## src/rtl/torque_limit_regs.vh

```
// Constants for the torque limit selector
`ifndef TORQUE_LIMIT_REGS_VH
`define TORQUE_LIMIT_REGS_VH
`define TLIM_W            14
`define TLIM_MAX          14'h2710
`define TLIM_DEFAULT      14'h03e8
`define STOP_TLIM_DEFAULT 14'h0000
`define STANDSTILL_HOLD   1'b1
`define CTRL_POSITION     1'b0
`define CTRL_SPEED        1'b1
`define DD_TLIM_BYTE_HI   24
`define DD_TLIM_BYTE_LO   25
`define OP_NUM_W          8
`define OP_ENTRIES        256
`define SYNC_STAGES       2
`endif

```

## src/rtl/op_limit_mem.v

```verilog
// Operation data torque limit table, registered read
`include "torque_limit_regs.vh"
module op_limit_mem #(
  parameter AW = `OP_NUM_W,
  parameter DW = `TLIM_W
) (
  input  wire          ref_clk,
  input  wire          rst_n,
  input  wire          wr_en,
  input  wire [AW-1:0] wr_addr,
  input  wire [DW-1:0] wr_data,
  input  wire [AW-1:0] rd_addr,
  output reg  [DW-1:0] rd_data_ff
);
  reg [DW-1:0] mem [0:(1<<AW)-1];
  reg [(1<<AW)-1:0] written_ff;

  // Write port, marks entry as holding user data
  always @(posedge ref_clk) begin
    if (wr_en) begin
      mem[wr_addr] <= wr_data;
    end
  end

  // Valid flags so unwritten entries read the default limit
  always @(posedge ref_clk or negedge rst_n) begin
    if (!rst_n) begin
      written_ff <= {(1<<AW){1'b0}};
    end else if (wr_en) begin
      written_ff[wr_addr] <= 1'b1;
    end
  end

  // Registered read
  always @(posedge ref_clk or negedge rst_n) begin
    if (!rst_n) begin
      rd_data_ff <= `TLIM_DEFAULT;
    end else if (wr_en && wr_addr == rd_addr) begin
      rd_data_ff <= wr_data;
    end else begin
      rd_data_ff <= written_ff[rd_addr] ? mem[rd_addr] : `TLIM_DEFAULT;
    end
  end
endmodule // op_limit_mem

```

## src/rtl/torque_limit_select.v

```verilog
// Torque limit source selection, standstill hold and control mode
`include "torque_limit_regs.vh"
// Function
// - Limit torque only while the torque limit request input is on.
// - Each operation entry holds a limit 0..10000 at 0.1 %, default 1000.
// - Standstill setting 0: apply limit selected by operation number at stop.
// - Standstill setting 1 (default): keep limit in force before stopping.
// - Loss of excitation drops any held limit, uses operation data limit.
// - Jog and homing operations use their own limit, default 1000.
// - Stop input applies stop limit; setting 0 keeps running data limit.
// - Direct data limit arrives in output bytes 24 and 25, default 1000.
// - Control mode 0 is position control, 1 speed control, default 0.
// - Position mode lets command position advance despite overload.
// - Speed mode fixes deviation; deviation alarm never raised.
module torque_limit_select #(
  parameter TW  = `TLIM_W,
  parameter AW  = `OP_NUM_W,
  parameter CW  = 16
) (
  input  wire          ref_clk,
  input  wire          rst_n,
  input  wire          torque_limit_request,
  input  wire          stop_in,
  input  wire          motor_moving,
  input  wire          excitation_on,
  input  wire          op_direct,
  input  wire          op_jog_home,
  input  wire          op_wr_en,
  input  wire [AW-1:0] op_wr_addr,
  input  wire [TW-1:0] op_wr_limit,
  input  wire [AW-1:0] op_select,
  input  wire          cfg_wr_en,
  input  wire          cfg_standstill_mode,
  input  wire [TW-1:0] cfg_jog_home_limit,
  input  wire [TW-1:0] cfg_stop_limit,
  input  wire          cfg_ctrl_mode,
  input  wire          dd_wr_en,
  input  wire [7:0]    dd_byte24,
  input  wire [7:0]    dd_byte25,
  input  wire [CW-1:0] torque_cmd,
  input  wire          deviation_over,
  output reg  [CW-1:0] torque_out_ff,
  output reg  [TW-1:0] active_limit_ff,
  output reg           limiting_ff,
  output reg           deviation_freeze_ff,
  output reg           deviation_alarm_ff,
  output reg           ctrl_mode_ff
);
  reg  [`SYNC_STAGES-1:0] req_sync_ff;
  reg  [`SYNC_STAGES-1:0] stop_sync_ff;
  reg  [TW-1:0] jog_limit_ff;
  reg  [TW-1:0] stop_limit_ff;
  reg  [TW-1:0] dd_limit_ff;
  reg           standstill_hold_ff;
  reg  [TW-1:0] held_limit_ff;
  reg           held_valid_ff;
  reg           moving_d_ff;
  wire [TW-1:0] op_limit;
  wire          req_s;
  wire          stop_s;
  wire [15:0]   dd_word;
  reg  [TW-1:0] run_limit;
  reg  [TW-1:0] nxt_limit;
  reg  [CW-1:0] limit_cmd;
  reg  [CW-1:0] nxt_torque;
  // Saturated copies of incoming limits
  wire [TW-1:0] op_wr_sat;
  wire [TW-1:0] jog_sat;
  wire [TW-1:0] stop_sat;
  wire [TW-1:0] dd_sat;
  wire [CW-1:0] limit_wide;

  // Operation data table
  op_limit_mem #(.AW(AW), .DW(TW)) u_op_mem (
    .ref_clk    (ref_clk),
    .rst_n      (rst_n),
    .wr_en      (op_wr_en),
    .wr_addr    (op_wr_addr),
    .wr_data    (op_wr_sat),
    .rd_addr    (op_select),
    .rd_data_ff (op_limit)
  );

  // Pin inputs pass two flops before use
  always @(posedge ref_clk or negedge rst_n) begin
    if (!rst_n) begin
      req_sync_ff  <= {`SYNC_STAGES{1'b0}};
      stop_sync_ff <= {`SYNC_STAGES{1'b0}};
    end else begin
      req_sync_ff  <= {req_sync_ff[0], torque_limit_request};
      stop_sync_ff <= {stop_sync_ff[0], stop_in};
    end
  end
  assign req_s  = req_sync_ff[1];
  assign stop_s = stop_sync_ff[1];

  // Byte 24 taken as high byte of the direct limit word
  assign dd_word = {dd_byte24, dd_byte25};

  // Out-of-range settings saturate to the maximum, never wrap
  assign op_wr_sat = (op_wr_limit > `TLIM_MAX) ? `TLIM_MAX : op_wr_limit;
  assign jog_sat   = (cfg_jog_home_limit > `TLIM_MAX) ? `TLIM_MAX : cfg_jog_home_limit;
  assign stop_sat  = (cfg_stop_limit > `TLIM_MAX) ? `TLIM_MAX : cfg_stop_limit;
  // Word is 16 bits wide, so compare before cutting to the limit width
  assign dd_sat    = (dd_word > {2'b00, `TLIM_MAX}) ? `TLIM_MAX : dd_word[TW-1:0];

  // Jog and homing limit, loaded by the settings strobe
  always @(posedge ref_clk or negedge rst_n) begin
    if (!rst_n) begin
      jog_limit_ff <= `TLIM_DEFAULT;
    end else if (cfg_wr_en) begin
      jog_limit_ff <= jog_sat;
    end
  end

  // Stop limit; zero means keep the running operation limit
  always @(posedge ref_clk or negedge rst_n) begin
    if (!rst_n) begin
      stop_limit_ff <= `STOP_TLIM_DEFAULT;
    end else if (cfg_wr_en) begin
      stop_limit_ff <= stop_sat;
    end
  end

  // Standstill policy and control mode share the same strobe
  always @(posedge ref_clk or negedge rst_n) begin
    if (!rst_n) begin
      standstill_hold_ff <= `STANDSTILL_HOLD;
      ctrl_mode_ff       <= `CTRL_POSITION;
    end else if (cfg_wr_en) begin
      standstill_hold_ff <= cfg_standstill_mode;
      ctrl_mode_ff       <= cfg_ctrl_mode;
    end
  end

  // Direct limit taken from each cyclic data write
  always @(posedge ref_clk or negedge rst_n) begin
    if (!rst_n) begin
      dd_limit_ff <= `TLIM_DEFAULT;
    end else if (dd_wr_en) begin
      dd_limit_ff <= dd_sat;
    end
  end

  // Source choice by operation type; stop input overrides when nonzero
  // Priority: no excitation, standstill, nonzero stop limit, then source
  always @* begin
    if (op_direct) begin
      run_limit = dd_limit_ff;
    end else if (op_jog_home) begin
      run_limit = jog_limit_ff;
    end else begin
      run_limit = op_limit;
    end
    nxt_limit = run_limit;
    if (stop_s && stop_limit_ff != `STOP_TLIM_DEFAULT) begin
      nxt_limit = stop_limit_ff;
    end
    if (!excitation_on) begin
      nxt_limit = op_limit;
    end else if (!motor_moving && held_valid_ff && standstill_hold_ff) begin
      nxt_limit = held_limit_ff;
    end else if (!motor_moving && !standstill_hold_ff) begin
      nxt_limit = op_limit;
    end
  end

  // Capture the running limit on the moving-to-stopped edge
  // Captures the registered limit, so a source change in the last moving
  // cycle is missed; sources should settle before the motor stops
  always @(posedge ref_clk or negedge rst_n) begin
    if (!rst_n) begin
      held_limit_ff <= `TLIM_DEFAULT;
      held_valid_ff <= 1'b0;
      moving_d_ff   <= 1'b0;
    end else begin
      moving_d_ff <= motor_moving;
      if (!excitation_on || motor_moving) begin
        held_valid_ff <= 1'b0;
      end
      if (excitation_on && moving_d_ff && !motor_moving) begin
        held_limit_ff <= active_limit_ff;
        held_valid_ff <= 1'b1;
      end
    end
  end

  // Limit and command share the 0.1 % unit, so only widening is needed
  assign limit_wide = {{(CW-TW){1'b0}}, nxt_limit};

  // Clamp only while the synchronised request is on
  always @* begin
    limit_cmd = limit_wide;
    if (torque_cmd > limit_cmd && req_s) begin
      nxt_torque = limit_cmd;
    end else begin
      nxt_torque = torque_cmd;
    end
  end

  // Limit, torque and request status outputs
  always @(posedge ref_clk or negedge rst_n) begin
    if (!rst_n) begin
      active_limit_ff <= `TLIM_DEFAULT;
      torque_out_ff   <= {CW{1'b0}};
      limiting_ff     <= 1'b0;
    end else begin
      active_limit_ff <= nxt_limit;
      torque_out_ff   <= nxt_torque;
      limiting_ff     <= req_s;
    end
  end

  // Speed mode freezes the deviation, so its alarm is masked there;
  // position mode never holds back the command position
  always @(posedge ref_clk or negedge rst_n) begin
    if (!rst_n) begin
      deviation_freeze_ff <= 1'b0;
      deviation_alarm_ff  <= 1'b0;
    end else begin
      deviation_freeze_ff <= (ctrl_mode_ff == `CTRL_SPEED);
      deviation_alarm_ff  <= deviation_over && (ctrl_mode_ff == `CTRL_POSITION);
    end
  end
endmodule // torque_limit_select

```

## config.mk

```make
export PLATFORM = sky130hd
export DESIGN_NAME = torque_limit_select
export DESIGN_NICKNAME = d
export VERILOG_FILES = /design/src/rtl/op_limit_mem.v /design/src/rtl/torque_limit_select.v
export VERILOG_INCLUDE_DIRS = /design/src /design/src/rtl
export SDC_FILE = /design/constraint.sdc
export NUM_CORES = 2
export LEC_CHECK = 0
export BUFFER_PORTS_ARGS = -buffer_cell sky130_fd_sc_hd__buf_2
export CORE_UTILIZATION = 45
export CTS_CLUSTER_SIZE = 16
export DETAILED_ROUTE_END_ITERATION = 16
export GPL_TIMING_DRIVEN = 0
export PLACE_DENSITY = 0.58
export SLEW_MARGIN = 20
export SYNTH_ARGS = -nofsm -noshare
export SYNTH_HDL_FRONTEND = slang
export SYNTH_HIERARCHICAL = 1
export SYNTH_SLANG_ARGS = --single-unit
```

## constraint.sdc

```tcl
create_clock -name ref_clk -period 5.4 [get_ports ref_clk]
set_input_delay 0.27 -clock ref_clk [delete_from_list [all_inputs] [get_ports ref_clk]]
set_output_delay 0.27 -clock ref_clk [all_outputs]
set_load 0.005 [all_outputs]
```

==> results.cfg <==
[run_status]
status = complete, but fails checks
violations = capacitance limit, slew limit, setup timing

[route]
pre_repair_dr_iteration_count = 8
detail_route.wirelength.met1_um = 211000
dr.first_iter.drc_count = 13000
detail_route.wl_per_cell_um = 41.9
avgViaCountPerCell = 6.44
route.vias.total = 86800
finalWirelength_um = 566000
antenna_violating_nets_post_route = 0
drc_errors = 0
top_layer = met5
met3RoutedLength_um = 68300
wl_met2_um = 250000

[power_and_ir_drop]
p_clk_share_pct = 42.6
power_switching_w = 0.0157
vdd_ir_drop_max_mv = 0.302
total_power_w = 0.0676
pwr-share-comb_pct = 7.2
netSwitchingFraction_pct = 23.2
power_density_nw_per_um2 = 370
power.sequential.fraction_pct = 50.2
internal_power_w = 0.0520
total_leakage_power_nw = 60.4

[sta]
relSlewSlack_pct = -0.906
final.min_clock_period_ps = 5540
report.final.setup_viol = 3
final_max_slew_viol_count = 3
final.setup.worst_slack_ps = -135
hold_violations = 0
rsz0062_at_grt = no
holdWs_ps = 38.3
highest_clock_frequency_the_design_can_meet_ghz = 0.181
fin_setup_tns_ps = -274
final_cycle_share_pct = 103
finalClockSkew_ps = 44.3
worst_pin_slew_ps = 1510

[synthesis]
synth.ff_latch_count = 3951
netlist_area_sq_um = 156000
synthesis.nets = 7764
edff_count_synth = 3584
synth_area_per_cell_sq_um = 20.4
distinct_cells_synth = 86
synth-seq-area-share_pct = 75.0
syn_inst = 7646
synthArstFlopShare_pct = 9.29
synth_warnings = 6
dominantRegCellSynth = edfxtp_1

[setup_path]
critical_path.endpoint_type = flip-flop
crit_buf_inv = 7
start_kind = input pin
rr_startpoint = stop_limit_ff[6]$_DFFE_PN0P_
crit_type = in2reg
ff2ff_setup_slack_ps = 1200
worst_r2r_endpoint = torque_out_ff[9]$_DFF_PN0_
worst-r2r-cell-count = 13
cpLargestDelayFamily = buffers and inverters
critPathRequiredTime_ps = 6250
cpMostUsedCell = buf_2
cp.arrival_ps = 6390
crit_path_top_delay_cell = clkbuf_1
path_cells = buf_2, buf_2, buf_4, buf_2, buf_2, clkbuf_1, clkbuf_2, a21oi_1, a211oi_1, o32a_1, o21ai_1
worst_path_largest_cell_delay_ps = 910
cp_max_fo = 11

[clock_network]
cts-resized-gates = 0
clock_tree.buffer_depth = 4
htree_levels = 5
cts_tree = yes
clkTransAtPathRegs_ps = 60
cts_made_buffers = 413
cts_hold_buffers = 119
clock_latency_ps = 980
post-cts-setup-buffer-count = 0
cts_root_buffer = clkbuf_16
clock_sink_count = 3951

[global_routing]
grt-ovfl-total = 0
grt_usage_pct = 32.2
grt_start_max_net_pins = 91
grt_pass1_wl_um = 745000
grt_antenna_before_repair = 67
first_global_vias = 83800

[worst_hold_path]
worst_hold_path_type = in2reg
instance_count_along_the_most_critical_hold_path = 2
min_from = op_wr_limit[10]
timing.hold.worst_endpoint = u_op_mem/mem[243][10]$_DFFE_PP_

[final_layout]
final_nets = 8658
layout-drive-gt1-share_pct = 29.9
final.fill_count = 26500
area.growth.synth_to_final_pct = 17.5

[floorplanning]
initial_core_util_pct = 45.3
chipHeight_um = 590
die_width_um = 590
core.rowCount = 215
ioPinCount = 138
die-area_sq_um = 348000
core_region_area_sq_um = 344000

[placement]
routabilityCongestion = 1.02
io_buffers = 126
detailed_place_hpwl_um = 410000
pre_cts_ws_ps = -734

[run]
timing.max_cap.violations = 1
-- synthesized netlist by cell type, types with 14 or more instances --
| cell type | number | area (sq um) |
|---|---|---|
| o21ai_1 | 16 | 80.1 |
| and3_1 | 14 | 87.6 |
| o221ai_1 | 208 | 1820 |
| o22a_1 | 23 | 201 |
| buf_8 | 39 | 586 |
| mux4_2 | 658 | 14800 |
| nor3_1 | 32 | 160 |
| nor2b_1 | 64 | 400 |
| buf_4 | 59 | 443 |
| ha_1 | 14 | 175 |
| a211oi_1 | 66 | 495 |
| buf_2 | 90 | 450 |
| mux2_2 | 64 | 721 |
| nor4_1 | 19 | 119 |
| buf_12 | 23 | 460 |
| buf_1 | 15 | 56.3 |
| o22ai_1 | 131 | 820 |
| mux2i_1 | 530 | 5310 |
| clkbuf_1 | 119 | 447 |
| nand2b_1 | 15 | 93.8 |
| edfxtp_1 | 3584 | 108000 |
| a21oi_1 | 113 | 566 |
| a31oi_1 | 15 | 93.8 |
| nand4_1 | 40 | 250 |
| o21ai_0 | 58 | 290 |
| dfrtp_1 | 336 | 8410 |
| clkbuf_8 | 15 | 206 |
| nand2_1 | 154 | 578 |
| a22o_1 | 23 | 201 |
| buf_6 | 61 | 687 |
| nand3_1 | 74 | 370 |
| mux4_1 | 110 | 2890 |
| nor2_1 | 293 | 1100 |
| or2_2 | 255 | 1600 |
| dfstp_2 | 31 | 815 |
| a22oi_1 | 85 | 638 |
| inv_1 | 30 | 113 |
-- state kept, by name, indices dropped and copies added, names as in the netlist --
| register | count |
|---|---|
| held_valid_ff | 1 |
| dd_limit_ff | 14 |
| standstill_hold_ff | 1 |
| u_op_mem/rd_data_ff | 14 |
| held_limit_ff | 14 |
| stop_limit_ff | 14 |
| active_limit_ff | 14 |
| req_sync_ff | 2 |
| deviation_alarm_ff | 1 |
| u_op_mem/mem | 3584 |
| moving_d_ff | 1 |
| deviation_freeze_ff | 1 |
| limiting_ff | 1 |
| stop_sync_ff | 2 |
| torque_out_ff | 16 |
| ctrl_mode_ff | 1 |
| u_op_mem/written_ff | 256 |
| jog_limit_ff | 14 |
-- worst reg2reg max path: cells and delay by family (launching register included) --
kind / cells / cell delay (ps)
adders and majority gates: 1 / 320
DFF: 1 / 410
muxes: 1 / 310
AOI/OAI and AO/OA: 4 / 1310
buffers and inverters: 3 / 520
and+or+nand+nor: 4 / 1220
-- kinds of logic after synthesis --
kind of cell    synth area share, %
buf+inv                        2.39
fa+ha+maj                     0.112
xor+xnor                     0.0450
flops                          75.0
mux                            15.3
compound gates                 3.81
simple gates                   3.26
-- area by class of cell --
type | count | area (sq um) | area share [%]
multi-input cells | 3212 | 36700 | 20.0
repair buffers | 479 | 6140 | 3.36
well taps | 4557 | 5700 | 3.12
inverters | 33 | 124 | 0.0677
diodes | 38 | 95.1 | 0.0520
plain buffers | 450 | 3660 | 2.00
clock buffers | 540 | 11100 | 6.09
flip-flops and latches | 3951 | 117000 | 63.9
clock inverters | 226 | 2580 | 1.41
-- metrics by stage --
step / utilization (%) / instances / instance area [sq um]
after global placement: 47.2 / 12300 / 162000
after global routing: 53.2 / 13500 / 183000
after CTS: 53.2 / 13400 / 183000
after detailed placement: 48.9 / 12600 / 168000
final: 53.3 / 13500 / 183000
after floorplan: - / 7646 / 156000
-- routing by layer --
layer	global-route usage, %	up-vias
li1	-	33600
met1	42.0	46400
met2	48.2	5532
met3	10.5	1234
met4	16.9	34
met5	0	-
-- cell usage in the layout, fill, tap and decap left out, types with 74 or more instances in the layout --
master / n
mux4_1: 110
nand2_1: 154
buf_6: 139
a22oi_1: 85
edfxtp_1: 3584
mux4_2: 658
buf_16: 78
buf_2: 221
buf_8: 84
clkbuf_16: 415
or2_2: 255
a21oi_1: 110
mux2i_1: 530
nand3_1: 74
nor2_2: 120
dfrtp_1: 336
dlygate4sd3_1: 118
clkbuf_1: 173
o22ai_1: 127
o221ai_1: 208
nor2_4: 137
-- worst max path at each step --
stage,from,end,slack (ps),depth (start not counted)
finish,op_select[2],u_op_mem/rd_data_ff[2]$_DFF_PN0_,-140,11
global route,op_select[2],u_op_mem/rd_data_ff[2]$_DFF_PN0_,270,11
CTS,op_select[2],u_op_mem/rd_data_ff[12]$_DFF_PN0_,330,11
detailed placement,op_select[2],u_op_mem/rd_data_ff[12]$_DFF_PN0_,-730,11
global placement,op_wr_limit[13],u_op_mem/mem[80][13]$_DFFE_PP_,-5940,2
floorplan,op_wr_limit[0],u_op_mem/mem[0][3]$_DFFE_PP_,20,5
-- power groups by stage --
stage,clock network (W),logic [W],registers (W)
6_report,0.0288,0.00486,0.0340
5_1_grt,0.0302,0.00492,0.0340
4_1_cts,0.0291,0.00473,0.0340
3_5_place_dp,0,0.00465,0.0346
3_3_place_gp,0,0.00431,0.0349
2_1_floorplan,0,0.00226,0.0347
Note: power is estimated with default switching activity, not from simulation.
